File: src/pkg/dac_pkg.sv
/*
 * Constants for the DRAM access timing control block: register map,
 * field layout, reset value and access sequencer states.
 * Assumes a 32-bit Avalon-MM slave port with byte addresses.
 */
package dac_pkg;

  // ***************************************************
  // Register map
  // ***************************************************
  localparam logic [7:0]  DAC_OFS_CTL   = 8'h00;   // Byte address of the access control word
  localparam logic [15:0] DAC_CTL_RESET = 16'h0000;

  // ***************************************************
  // Field positions
  // ***************************************************
  localparam int DAC_B_IDLE  = 15;
  localparam int DAC_B_PRE   = 12;  // Two bits, 13:12
  localparam int DAC_B_WCLD  = 11;
  localparam int DAC_B_RCD   = 8;   // Two bits, 9:8
  localparam int DAC_B_CKSP  = 3;
  localparam int DAC_B_RDX   = 0;   // Two bits, 1:0

  // ***************************************************
  // Sequencer states
  // ***************************************************
  typedef enum logic [7:0] {
    DAC_S_IDLE = 8'h01,
    DAC_S_RAS  = 8'h02,
    DAC_S_RCD  = 8'h04,
    DAC_S_CLAT = 8'h08,
    DAC_S_CAS  = 8'h10,
    DAC_S_SUSP = 8'h20,
    DAC_S_PRE  = 8'h40,
    DAC_S_INS  = 8'h80
  } dac_state_t;

endpackage : dac_pkg

File: src/pkg/dac_cfg_if.sv
/*
 * Carrier between the register file and the field decoder.
 * Assumes both ends run on the same clock.
 */
`timescale 1ns/100ps
interface dac_cfg_if;
  logic [15:0] ctl;         // Raw access control word
  logic        idle_en;     // Idle insertion after access
  logic [2:0]  pre_states;  // Precharge states, 1..4
  logic        wcl_dis;     // Drop latency state in write bursts
  logic [2:0]  rcd_waits;   // RAS-to-CAS waits, 0..3
  logic        cksp_en;     // Clock suspend enable
  logic [2:0]  rdx_states;  // Read extension states, 1..4

  modport src (output ctl, input idle_en, pre_states, wcl_dis, rcd_waits, cksp_en, rdx_states);
  modport dec (input ctl, output idle_en, pre_states, wcl_dis, rcd_waits, cksp_en, rdx_states);
endinterface : dac_cfg_if

File: src/hdl/dac_top.sv
/*
 * DRAM access timing control: Avalon-MM register slave plus the access
 * sequencer whose phase lengths the register fields select.
 * Assumes the bus controller issues access requests on the same clock and
 * supplies its own idle condition and idle length.
 */
// Added by the designer: the Avalon-MM interface to the registers and the address map.
`timescale 1ns/100ps
module dac_top
  import dac_pkg::*;
#(
  parameter int AW = 4
) (
  // Clock and reset
  input  wire logic        clk,
  input  wire logic        sys_rst,
  // Avalon-MM slave
  input  wire logic [AW-1:0] avs_address,
  input  wire logic        avs_read,
  input  wire logic        avs_write,
  input  wire logic [31:0] avs_writedata,
  input  wire logic [3:0]  avs_byteenable,
  output logic      [31:0] avs_readdata,
  output logic             avs_waitrequest,
  // Access request from bus controller
  input  wire logic        acc_req,
  output logic             acc_ready,
  input  wire logic        acc_sdram,
  input  wire logic        acc_write,
  input  wire logic        acc_dma_single,
  input  wire logic        acc_refresh,
  input  wire logic        acc_back_to_back,
  input  wire logic        acc_next_normal,
  input  wire logic        clat_state_en,
  input  wire logic        idle_cond_met,
  input  wire logic [2:0]  idle_len_states,
  // Access phases
  output logic             ph_ras,
  output logic             ph_rcd_wait,
  output logic             ph_clat,
  output logic             ph_cas,
  output logic             ph_suspend,
  output logic             ph_precharge,
  output logic             ph_idle_ins,
  output logic             acc_done
);

  // Address width must cover the map and fit the byte offset
  if (AW < 3 || AW > 8) begin : g_aw_check
    $error("dac_top: AW must be 3..8");
  end

  // ***************************************************
  // State
  // ***************************************************
  typedef struct packed {
    logic [15:0] ctl;
    logic        ack;
    logic [15:0] rdata;
    dac_state_t  st;
    logic [2:0]  cnt;
    logic        done;
    logic        sdram;
    logic        write;
    logic        dma;
    logic        refresh;
    logic        b2b;
    logic        nnorm;
    logic        clat_en;
    logic        icond;
    logic [2:0]  ilen;
  } dac_regs_t;

  dac_regs_t r_q;
  dac_regs_t r_d;
  dac_cfg_if cfg ();

  assign cfg.ctl = r_q.ctl;

  // Field decoder
  dac_field_dec u_dec (
    .cfg (cfg.dec)
  );

  // Bus and phase outputs
  assign avs_waitrequest = (avs_read | avs_write) & ~r_q.ack;
  assign avs_readdata    = {16'h0000, r_q.rdata};
  assign acc_ready       = r_q.st == DAC_S_IDLE;
  assign ph_ras          = r_q.st == DAC_S_RAS;
  assign ph_rcd_wait     = r_q.st == DAC_S_RCD;
  assign ph_clat         = r_q.st == DAC_S_CLAT;
  assign ph_cas          = r_q.st == DAC_S_CAS;
  assign ph_suspend      = r_q.st == DAC_S_SUSP;
  assign ph_precharge    = r_q.st == DAC_S_PRE;
  assign ph_idle_ins     = r_q.st == DAC_S_INS;
  assign acc_done        = r_q.done;

  // ***************************************************
  // Next state
  // ***************************************************
  logic hit;
  logic clat_need;
  logic susp_need;
  logic ins_need;

  always_comb begin
    r_d  = r_q;
    hit  = avs_address == DAC_OFS_CTL[AW-1:0];
    r_d.done = 1'b0;
    // Latency state unless dropped in SDRAM write bursts
    clat_need = r_q.sdram & r_q.clat_en & ~(r_q.write & r_q.b2b & cfg.wcl_dis);
    susp_need = r_q.sdram & ~r_q.write & r_q.dma & cfg.cksp_en;
    // Idle gating from the enable field and the bus controller's own settings
    ins_need  = ~r_q.refresh & cfg.idle_en & r_q.nnorm & r_q.icond
                & (r_q.ilen != 3'h0);
    // Bus slave, one wait cycle per access
    r_d.ack = (avs_read | avs_write) & ~r_q.ack;
    if (avs_read && !r_q.ack) begin
      r_d.rdata = hit ? r_q.ctl : 16'h0000;
    end
    if (avs_write && r_q.ack && hit) begin
      if (avs_byteenable[0]) r_d.ctl[7:0]  = avs_writedata[7:0];
      if (avs_byteenable[1]) r_d.ctl[15:8] = avs_writedata[15:8];
    end
    // Access sequencer
    case (r_q.st)
      DAC_S_IDLE: begin
        if (acc_req) begin
          r_d.sdram   = acc_sdram;
          r_d.write   = acc_write;
          r_d.dma     = acc_dma_single;
          r_d.refresh = acc_refresh;
          r_d.b2b     = acc_back_to_back;
          r_d.nnorm   = acc_next_normal;
          r_d.clat_en = clat_state_en;
          r_d.icond   = idle_cond_met;
          r_d.ilen    = idle_len_states;
          if (acc_refresh) begin
            r_d.st  = DAC_S_PRE;
            r_d.cnt = cfg.pre_states - 3'h1;
          end else begin
            r_d.st = DAC_S_RAS;
          end
        end
      end
      DAC_S_RAS: begin
        if (cfg.rcd_waits != 3'h0) begin
          r_d.st  = DAC_S_RCD;
          r_d.cnt = cfg.rcd_waits - 3'h1;
        end else begin
          r_d.st = clat_need ? DAC_S_CLAT : DAC_S_CAS;
        end
      end
      DAC_S_RCD: begin
        if (r_q.cnt == 3'h0) begin
          r_d.st = clat_need ? DAC_S_CLAT : DAC_S_CAS;
        end else begin
          r_d.cnt = r_q.cnt - 3'h1;
        end
      end
      DAC_S_CLAT: begin
        r_d.st = DAC_S_CAS;
      end
      DAC_S_CAS: begin
        if (susp_need) begin
          r_d.st  = DAC_S_SUSP;
          r_d.cnt = cfg.rdx_states - 3'h1;
        end else begin
          r_d.st  = DAC_S_PRE;
          r_d.cnt = cfg.pre_states - 3'h1;
        end
      end
      DAC_S_SUSP: begin
        if (r_q.cnt == 3'h0) begin
          r_d.st  = DAC_S_PRE;
          r_d.cnt = cfg.pre_states - 3'h1;
        end else begin
          r_d.cnt = r_q.cnt - 3'h1;
        end
      end
      DAC_S_PRE: begin
        if (r_q.cnt != 3'h0) begin
          r_d.cnt = r_q.cnt - 3'h1;
        end else if (ins_need) begin
          r_d.st  = DAC_S_INS;
          r_d.cnt = r_q.ilen - 3'h1;
        end else begin
          r_d.st   = DAC_S_IDLE;
          r_d.done = 1'b1;
        end
      end
      DAC_S_INS: begin
        if (r_q.cnt == 3'h0) begin
          r_d.st   = DAC_S_IDLE;
          r_d.done = 1'b1;
        end else begin
          r_d.cnt = r_q.cnt - 3'h1;
        end
      end
      default: begin
        r_d.st = DAC_S_IDLE;
      end
    endcase
  end

  // Register everything, fields cleared at reset except the state, which loads DAC_S_IDLE
  always_ff @(posedge clk) begin
    if (sys_rst) begin
      r_q     <= '0;
      r_q.ctl <= DAC_CTL_RESET;
      r_q.st  <= DAC_S_IDLE;
    end else begin
      r_q <= r_d;
    end
  end

  // ***************************************************
  // Checking helpers: cycles spent in the current state
  // ***************************************************
  logic [3:0] run_q;
  logic       leave;

  assign leave = r_d.st != r_q.st;

  // Run length counter
  always_ff @(posedge clk) begin
    if (sys_rst || leave) begin
      run_q <= 4'h1;
    end else if (run_q != 4'hF) begin
      run_q <= run_q + 4'h1;
    end
  end

  // ***************************************************
  // Assertions
  // ***************************************************
  AST_IDLE_ONLY_WHEN_ENABLED: assert property (@(posedge clk) disable iff (sys_rst)
    ph_idle_ins |-> r_q.ctl[DAC_B_IDLE] && r_q.nnorm && !r_q.refresh)
    else $error("idle inserted without enable");
  AST_IDLE_FOLLOWS_PRECHARGE: assert property (@(posedge clk) disable iff (sys_rst)
    (ph_precharge && r_q.cnt == 3'h0 && r_q.ctl[DAC_B_IDLE] && r_q.nnorm && r_q.icond
     && !r_q.refresh && r_q.ilen != 3'h0) |=> ph_idle_ins)
    else $error("idle cycle missing");
  AST_IDLE_LENGTH: assert property (@(posedge clk) disable iff (sys_rst)
    (ph_idle_ins && leave) |-> run_q == {1'b0, r_q.ilen} && r_q.icond)
    else $error("idle length wrong");
  AST_PRECHARGE_LENGTH: assert property (@(posedge clk) disable iff (sys_rst)
    (ph_precharge && leave) |-> run_q == {2'b00, r_q.ctl[DAC_B_PRE +: 2]} + 4'h1)
    else $error("precharge length wrong");
  AST_CLAT_DROPPED: assert property (@(posedge clk) disable iff (sys_rst)
    ph_clat |-> r_q.clat_en && !(r_q.write && r_q.b2b && r_q.ctl[DAC_B_WCLD]))
    else $error("latency state not dropped");
  AST_RCD_LENGTH: assert property (@(posedge clk) disable iff (sys_rst)
    $fell(ph_ras) |-> (ph_rcd_wait [*1] ##0 (r_q.ctl[DAC_B_RCD +: 2] != 2'b00))
                      or (!ph_rcd_wait && r_q.ctl[DAC_B_RCD +: 2] == 2'b00))
    else $error("RAS-to-CAS wait presence wrong");
  AST_RCD_COUNT: assert property (@(posedge clk) disable iff (sys_rst)
    (ph_rcd_wait && leave) |-> run_q == {2'b00, r_q.ctl[DAC_B_RCD +: 2]} ##1 (ph_cas || ph_clat))
    else $error("RAS-to-CAS wait count wrong");
  AST_SUSPEND_GATED: assert property (@(posedge clk) disable iff (sys_rst)
    ph_suspend |-> r_q.ctl[DAC_B_CKSP] && r_q.dma && r_q.sdram && !r_q.write)
    else $error("suspend without enable");
  AST_SUSPEND_LENGTH: assert property (@(posedge clk) disable iff (sys_rst)
    (ph_suspend && leave) |-> run_q == {2'b00, r_q.ctl[DAC_B_RDX +: 2]} + 4'h1 ##1 ph_precharge)
    else $error("read extension length wrong");
  AST_RESET_CLEAR: assert property (@(posedge clk)
    $past(sys_rst) |-> r_q.ctl == 16'h0000 && acc_ready && !acc_done)
    else $error("fields not cleared by reset");

endmodule : dac_top

File: src/hdl/dac_field_dec.sv
/*
 * Field decoder: turns the access control word into state counts.
 * Assumes the word is stable and registered upstream.
 */
`timescale 1ns/100ps
module dac_field_dec
  import dac_pkg::*;
(
  // Configuration carrier
  dac_cfg_if.dec cfg
);

  // ***************************************************
  // Two-bit code plus one
  // ***************************************************
  function automatic logic [2:0] dac_plus1(input logic [1:0] code);
    dac_plus1 = {1'b0, code} + 3'h1;
  endfunction : dac_plus1

  // Field extraction
  always_comb begin
    cfg.idle_en    = cfg.ctl[DAC_B_IDLE];
    cfg.pre_states = dac_plus1(cfg.ctl[DAC_B_PRE +: 2]);
    cfg.wcl_dis    = cfg.ctl[DAC_B_WCLD];
    cfg.rcd_waits  = {1'b0, cfg.ctl[DAC_B_RCD +: 2]};
    cfg.cksp_en    = cfg.ctl[DAC_B_CKSP];
    cfg.rdx_states = dac_plus1(cfg.ctl[DAC_B_RDX +: 2]);
  end

endmodule : dac_field_dec

File: config.mk
export PLATFORM = sky130hd
export DESIGN_NAME = dac_top
export DESIGN_NICKNAME = d
export VERILOG_FILES = /design/src/pkg/dac_pkg.sv /design/src/pkg/dac_cfg_if.sv /design/src/hdl/dac_top.sv /design/src/hdl/dac_field_dec.sv
export SDC_FILE = /design/constraint.sdc
export NUM_CORES = 1
export LEC_CHECK = 0
export ABC_CLOCK_PERIOD_IN_PS = 4400
export BUFFER_PORTS_ARGS = -buffer_cell sky130_fd_sc_hd__buf_2
export CORE_ASPECT_RATIO = 0.75
export CORE_UTILIZATION = 38
export CTS_CLUSTER_SIZE = 8
export DETAILED_ROUTE_END_ITERATION = 12
export PLACE_DENSITY = 0.61
export SLEW_MARGIN = 20
export SYNTH_ARGS = -nofsm -noshare
export SYNTH_HDL_FRONTEND = slang
export SYNTH_SLANG_ARGS = --single-unit
File: constraint.sdc
create_clock -name clk -period 4.4 [get_ports clk]
set_clock_uncertainty 0.2 [all_clocks]
set_input_delay 0.44 -clock clk [delete_from_list [all_inputs] [get_ports clk]]
set_output_delay 0.44 -clock clk [all_outputs]
set_load 0.05 [all_outputs]
Word level (Yosys, flattened, before mapping)
Cells that the tools add are included.
{"block": "word_totals", "register_bits": 56, "latchBits": 0, "mem_bits_rw": 0, "rom_bits": 0, "inputBits": 56, "output_inout_bits": 42, "memories": 0}
{"block": "op_classes", "add_sub_neg": 7, "multipliers": 0, "div_mod_pow": 0, "magnitude_cmp": 0, "eq_ne": 17, "shift": 0, "n_mux": 23, "bitwise_logic": 17, "reduce_logical": 16}
{"cell": "8-bit one-hot mux with 8 select lines", "count": 1}
{"cell": "8-bit two-way mux", "count": 5}
{"cell": "3-bit two-way mux", "count": 6}
{"cell": "3-bit one-hot mux with 6 select lines", "count": 1}
{"cell": "16-bit two-way mux", "count": 1}
{"cell": "1-bit bitwise AND", "count": 12}
{"cell": "3-bit by 1-bit subtractor with 3-bit output (second input constant)", "count": 4}
{"cell": "11-bit two-way mux", "count": 1}
{"cell": "10-bit two-way mux", "count": 1}
{"cell": "5-bit two-way mux", "count": 2}
{"cell": "2-bit by 1-bit inequality test with 1-bit output (second input constant)", "count": 5}
{"cell": "3-bit nonzero test", "count": 3}
{"cell": "8-bit by 1-bit equality test with 1-bit output (second input constant)", "count": 1}
{"cell": "8-bit by 2-bit equality test with 1-bit output (second input constant)", "count": 1}
{"cell": "8-bit by 3-bit equality test with 1-bit output (second input constant)", "count": 1}
{"cell": "8-bit by 4-bit equality test with 1-bit output (second input constant)", "count": 1}
{"cell": "8-bit by 5-bit equality test with 1-bit output (second input constant)", "count": 1}
{"cell": "8-bit by 6-bit equality test with 1-bit output (second input constant)", "count": 1}
{"cell": "8-bit by 7-bit equality test with 1-bit output (second input constant)", "count": 1}
{"cell": "8-bit equality test (second input constant)", "count": 1}
{"cell": "7-bit two-way mux", "count": 1}
{"cell": "2-bit by 1-bit adder with 3-bit output (second input constant)", "count": 2}
{"cell": "2-bit inequality test (second input constant)", "count": 3}
{"cell": "2-bit AND reduction", "count": 3}
{"cell": "other kinds (14)", "count": 21}

Depth between registers and ports, before layout
Gate-level depths: netlist (run 1).
{"block": "logic_depth", "word_depth": 8, "depth_mapped": 8, "ltp_nobuf": 7}

Hierarchy
From an unflattened synthesis (run 1), not the netlist that was laid out.
{"block": "unflattened", "cells_unflattened": 371, "area_unflattened_um2": 3149.3}
{"mod": "dac_top", "n_inst": 1, "cells_each": 360, "area_per_inst_um2": 3067.9, "seq_area_each_um2": 1121.1}
{"mod": "dac_field_dec", "n_inst": 1, "cells_each": 11, "area_per_inst_um2": 81.3, "seq_area_each_um2": 0.0}

Least setup slack after synthesis (run 1)
OpenSTA, ideal clock, no wires.
{"block": "synth_path", "kind": "register to register", "startpoint": "register r_q[21] in the netlist's numbering", "endpoint": "register r_q[14] in the netlist's numbering", "arrival_ns": 2.818, "t_required_ns": 4.107, "setup_slack_ns": 1.289, "stages_incl_launch_ff": 7, "cell_sequence": "dfxtp_1 -> clkbuf_1 -> or4_1 -> buf_2 -> nor3_1 -> a221oi_1 -> o32ai_1"}
{"block": "synth_between", "word_cells_on_any_way": 16}
{"item": "from (decl)", "line": "dac_top.sv:74", "source": "dac_regs_t r_q;"}
{"item": "from (signal assigned)", "line": "dac_top.sv:213", "source": "r_q <= r_d;"}
{"item": "8-bit by 2-bit equality test with 1-bit output *"}
{"item": "named net ph_ras", "line": "dac_top.sv:38", "source": "output logic ph_ras,"}
{"item": "6-bit nonzero test (no line) or 2-bit by 1-bit inequality test with 1-bit output (tied branches)"}
{"item": "6-bit AND reduction (no line)"}
The timed path passes the listed nets; every way through them passes the cells marked *.
A chain may end at the register's enable or synchronous reset.

Worst setup path after layout (run 1)
{"block": "layout_path", "startpoint": "register r_q[22] in the netlist's numbering", "endpoint": "output ph_ras"}
{"block": "layout_between", "elab_chain_cells": 1}
{"item": "8-bit by 2-bit equality test with 1-bit output", "line": "dac_top.sv:89", "source": "assign ph_ras = r_q.st == DAC_S_RAS;"}
{"item": "to (decl)", "line": "dac_top.sv:38"}
No other way between the ends.

==> impl_results.md, run 1 <==
- Post-synth EDFFs: 0
- Fin crit period: 3.29 ns
- Critical path arrival: 2.65 ns
- Peak VDD IR: 134 uV
- Unique masters post-synth: 57
- Seq/Total Area, Yosys: 38.0%
- Clock net sink count: 56
- Synth Flop Type: dfxtp_1
- Drt first pass iters: 4
- DIE HEIGHT: about 78 um
- Initial Utilization: 39.6%
- Share of layout cells above drive strength 1: between 20% and 30%
- FF-to-FF setup slack: 1.40 ns
- Largest net degree at the start of global routing: 56
- Static Leakage: 1.42 nW
- Fill cell count: 765
- Final setup fails: 0
- Synth area leaders: dfxtp_1 (38%), buf_4 (8.2%), nor2_1 (5.5%)
- Clock Path Buffers: 2
- Max-slew violation count: 0
- Worst Setup Start Kind: flip-flop
- Part of the cycle the worst path needs: 74.7%
- WL per Instance: about 15 um
- Hold Slack: 0.151 ns
- Commonest cells in the synthesized netlist: dfxtp_1 (56), nor2_1 (43), buf_4 (32), nand3_1 (21), a21oi_1 (17)
- Vias/cell: between 5 and 6
- Final Util: 43.2%
- FF+latch count, synth: 56
- FF/Latch Area: 1120 um2
- Final setup TNS: 0 ns
- CTS buffer count: 5
- Final hold vios: 0
- Worst skew pair latency: 0.31 ns
- Mapped Area: 2950 um2
- CP max FO: 14
- Die extent in x: a little over 100 um
- ANT cells: 0
- Power Total: ~1.1 mW
- Clk pwr share: 28.0%
- Max-cap check violation count: 0
- H-tree lvl count: 2
- Synth warn: 0
- Worst Tran Pin Value: 1.11 ns
- Psw: between 0.3 and 0.4 mW
- Yosys top cell area share: 38.0%
- P_int: 0.716 mW
- Post-CTS Hold Fix Bufs: 0
- Syn_area_per_cell: roughly 8.4 um2
- Cell row count: 27
- Combinational share of power: 20.6%
- Detail Placement HPWL: 5.39 mm
- Peak Freq: between 0.3 and 0.4 GHz
- Post-Synthesis Cells: 349
- DRC violation count after routing: 0
- Clk pin slew, worst setup/hold paths: 0.10 ns
- Root Driver: clkbuf_8
- Core Area: 7430 um2
- First-pass GRT wire length: 12.2 mm
- CTS tree: yes
- Fin nets: about 440
- Crit end category: output pin
- I/O Buffers: 63
- WL final: 7.35 mm
- Flop pwr share: between 50% and 60%
- WS Path Type: flip-flop to output pin
- Setup bufs post-CTS: 0
- HP Class: input port to flip-flop
- Placer Congestion: 0.910
- Status: finished clean
- Area occupied by multi-input gates: 1500 um2
- Switching Share: 31.9%
- Resized Gates After CTS: 0
- Most instantiated library cell after synthesis: dfxtp_1
- Die area: around 8000 um2
- Ys async rst share: 0%
- Area Growth Syn to Fin: 9.04%
- Overflow after GRT: 0
- Max-slew headroom: 25.3%
- Iteration-0 DRC Markers: 214
- GRT Resource Usage Total: a little under a fifth
- Total power per unit cell area: about 330 nW/um2
- Vias in the first global route: 2349
- Via count: 2558
- Crit path required time: 3.76 ns
- Final ANT Viol Nets: 0
- Initial antenna violation count: 0
- I/O pin cnt: 98
- Unrepaired setup endpoints after global routing: false
- Synth area leader: dfxtp_1
## per-stage QoR
step,setup slack (ns),instances,area (um2)
after global placement,1.52,476,3120
after floorplan,1.29,364,3000
after global routing,1.04,484,3210
after detailed placement,1.51,476,3120
after CTS,1.19,484,3210
final,1.11,484,3210
## cells by family after synthesis
family / share of synthesized area (%)
AO/OA/AOI/OAI: 16.5
XOR/XNOR: 1.49
adder cells (fa/ha/maj): 2.55
buffers and inverters: 12.9
flip-flops: 38.0
multiplexers: 5.44
other: 0.127
AND/OR/NAND/NOR: 23.0
## cell type report
type	instances	area share (%)
timing repair buffer	63	9.81
inverter	14	1.67
clock inverter	1	0.234
tap	101	3.93
sequential	56	34.9
clock buffer	7	2.69
multi-input combinational	242	46.8
## registers in the layout, indices dropped and copies added, names as in the netlist
register	flops
r_q	23
cfg.ctl	16
avs_readdata	16
acc_done	1
## per-layer routing
metal / track usage [%] / vias to the layer above / wire [um]
met2: 26.8 / 102 / 2980
li1: - / 1260 / -
met3: 5.65 / 10 / 537
met1: 27.3 / 1186 / 3740
met4: 5.57 / 0 / 97
met5: 0 / - / 0
## worst paths after layout
kind                     from         end  depth (start not counted)
max                   r_q[22]      ph_ras                          3
min          avs_writedata[0]  cfg.ctl[0]                          3
max reg2reg           r_q[16]     r_q[21]                          5
min reg2reg            r_q[7]      r_q[7]                          2
## placed cells by master, fill, tap and decap left out, types with 5 or more instances in the layout
| cell | synthesis | routed |
|---|---|---|
| dfxtp_1 | 56 | 56 |
| inv_1 | 13 | 13 |
| nor3_1 | 11 | 11 |
| nor2b_1 | 5 | 5 |
| a22oi_1 | 16 | 16 |
| nand2b_1 | 6 | 6 |
| conb_1 | 1 | 16 |
| clkbuf_8 | 0 | 6 |
| nor4_1 | 7 | 7 |
| a21oi_1 | 17 | 17 |
| buf_2 | 2 | 63 |
| nand3_1 | 21 | 21 |
| mux2i_1 | 16 | 16 |
| nand2_1 | 15 | 15 |
| o21ai_0 | 6 | 6 |
| nor2_1 | 43 | 43 |
| ha_1 | 6 | 6 |
## worst max-delay path, stage by stage, from the launching register on
cell,delay [ns]
dfxtp_1,0.48
or4_1,0.74
nor3_1,0.72
buf_2,0.39
## power groups by stage
stage / clock, mW / sequential (mW) / combinational, mW
detailed placement: 0 / 0.552 / 0.213
CTS: 0.306 / 0.540 / 0.214
floorplan: 0 / 0.544 / 0.177
global route: 0.323 / 0.543 / 0.239
global placement: 0 / 0.551 / 0.213
finish: 0.295 / 0.540 / 0.216
Power figures use the tool's default switching activity.
==> run 2, diff against run 1 <==
ABC_CLOCK_PERIOD_IN_PS = 3000   (was 4400)
PLACE_DENSITY = 0.63   (was 0.61)
clock period = 3 ns   (was 4.4 ns; I/O delays follow)
==> run 2 against run 1 <==
Combinational power rose by 56%. Global-route usage down 0.70 points. Non-clock buffer count up 8. Critical path depth increased by 2. Worst setup slack worse by 0.73 ns.
==> impl_results.md, run 2 (synthesis gave the netlist of run 1 again) <==
- Status: finished clean
- Leading cell types in the layout, fill and taps excluded: buf_2 (63), dfxtp_1 (56), nor2_1 (43)
- Initial Utilization: 39.6% (unchanged)
- Placer Congestion: 0.960 (+5.4%)
- Max-slew headroom: 36.5% (+11 points)
- Die extent in x: 104 um (unchanged)
- Resized Gates After CTS: 0 (unchanged)
- First-pass GRT wire length: 11.7 mm (-4.0%)
- HP Class: input port to flip-flop
- FF-to-FF setup slack: 0.48 ns (-0.92 ns)
- R2R depth: 5 (unchanged)
- R2r endpoint: r_q[12]
- WS Path Type: flip-flop to output pin
- Setup bufs post-CTS: 0 (unchanged)
- Hold Path End: cfg.ctl[2]
- Fin cells: 492 (+1.7%)
- Core Area: 7430 um2 (unchanged)
- Post-CTS Hold Fix Bufs: 0 (unchanged)
- Final ANT Viol Nets: 0 (unchanged)
- Vias in the first global route: 2281 (-2.9%)
- WL final: 7.30 mm (-0.67%)
- Max incr delay on CP: 0.43 ns (-0.31 ns)
- Initial antenna violation count: 0 (unchanged)
- Worst Tran Pin Value: 0.929 ns (-0.180 ns)
- Dpl cells: 484 (+1.7%)
- Root Driver: clkbuf_8
- Area Growth Syn to Fin: 11.1%
- Die area: 8110 um2 (unchanged)
- Cell row count: 27 (unchanged)
- Vias/cell: 5.26 (-0.40%)
- Crit path required time: 2.50 ns (-1.26 ns)
- Overflow after GRT: 0 (unchanged)
- Number of flip-flops under the largest register name: 23 (unchanged)
- Worst Setup Start Kind: flip-flop
- Max Used Layer: met4
- R2R Path Start: r_q[20]
- Met3 wire length: 567 um (+5.6%)
- CTS tree: yes
- Top reg by flops: r_q
- M1 WL: 3.70 mm (-0.94%)
- Largest net degree at the start of global routing: 47 (-16%)
- Peak VDD IR: 225 uV (+68%)
- I/O Buffers: 63 (unchanged)
- Drt first pass iters: 5 (+1)
- Fin area: 3270 um2 (+1.9%)
- Share of layout cells above drive strength 1: 22.0% (+1.9 points)
- DIE HEIGHT: 78.3 um (unchanged)
- Clock net sink count: 56 (unchanged)
- Final setup TNS: 0 ns (unchanged)
- Leading cell type in the layout, fill and taps excluded: buf_2
- Area post-placement: 3180 um2 (+2.1%)
- Fin crit period: 2.62 ns
- Crit end category: output pin
- Critical path's slowest cell: dfxtp_1
- CTS buffer count: 5 (unchanged)
- Buffer and inverter count on the worst path: 3 (+2)
- Hold Path Origin: avs_writedata[2]
- Part of the cycle the worst path needs: 87.3%
- GRT Resource Usage Total: 18.2% (-0.70 points)
- Fin nets: 452 (+1.8%)
- Clk pin slew, worst setup/hold paths: 0.11 ns (about the same)
- Worst skew pair latency: 0.32 ns (about the same)
- Max-slew violation count: 0 (unchanged)
- Final setup fails: 0 (unchanged)
- ANT cells: 0 (unchanged)
- Peak Freq: 0.382 GHz
- Final hold vios: 0 (unchanged)
- Hold Path Stages: 3 (unchanged)
- WL per Instance: 14.8 um (-2.3%)
- Iteration-0 DRC Markers: 294 (+37%)
- Detail Placement HPWL: 5.48 mm (+1.6%)
- CP Cell Sequence: nor3_1 -> nand3_1 -> inv_1 -> buf_4 -> buf_2
- Via count: 2590 (+1.3%)
- Clock Path Buffers: 2 (unchanged)
- H-tree lvl count: 2 (unchanged)
- I/O pin cnt: 98 (unchanged)
- Max-cap check violation count: 0 (unchanged)
- Met2 WL: 2.97 mm (-0.37%)
- DRC violation count after routing: 0 (unchanged)
- CP delay by family, top: simple AND/OR/NAND/NOR gates
- Total power per unit cell area: 477 nW/um2 (+46%)
- Unrepaired setup endpoints after global routing: false
- Static Leakage: 1.47 nW (+3.0%)
- CP max FO: 15 (+1)
- Critical path arrival: 2.12 ns (-0.53 ns)
## run 2: changes by cell type in the layout (fill, tap and decap cells not counted), sizes merged
cell,before,now
clkinvlp,1,0
inv,13,15
buf,63,71
clkbuf,7,6
## run 2: report_power, final
part           switching, mW  total, mW  internal [mW]
Combinational          0.227      0.337          0.110
Sequential            0.0252      0.792          0.767
Clock                  0.262      0.434          0.172
## run 2: metrics by stage
step | setup WS (ns) | total power [mW] | hold slack (ns) | utilization [%]
floorplan | 0.317 | 1.06 | 0.179 | -
global placement | 0.544 | 1.13 | 0.239 | 42.8
detailed placement | 0.524 | 1.14 | 0.247 | 42.8
CTS | 0.402 | 1.57 | 0.00530 | 44.1
global route | 0.195 | 1.64 | 0.00906 | 44.1
finish | 0.381 | 1.56 | 0.0104 | 44.1
## run 2: per-layer routing
layer  global-route usage [%]  vias to the layer above
met2                     25.7                       98
met4                     5.57                        0
met3                     4.15                        6
met1                     27.1                     1197
li1                         -                     1289
met5                        0                        -
## run 2: worst reg2reg max path, cell delays in order (launching register included)
cell and delay (ns):
dfxtp_1 0.40, or4_1 0.70, a211oi_2 0.32, a2111oi_0 0.17, or2_1 0.28, o311a_1 0.35
## run 2: area by class of cell
cell class | count | area, um2
multi-input cells | 242 | 1510
clock buffers | 6 | 72.6
well taps | 101 | 126
clock inverters | 2 | 17.5
fillers | 746 | 4160
flip-flops and latches | 56 | 1120
repair buffers | 71 | 375
inverters | 14 | 53.8
## run 2: how the worst max path moves through the flow
stage	start	endpoint	slack, ns	cells after the start
after floorplan	r_q[21]	ph_cas	0.32	4
after global placement	r_q[22]	r_q[12]	0.54	5
after detailed placement	r_q[20]	r_q[12]	0.52	5
after CTS	r_q[20]	ph_cas	0.40	3
after global routing	r_q[17]	r_q[12]	0.19	6
final	r_q[17]	acc_ready	0.38	5
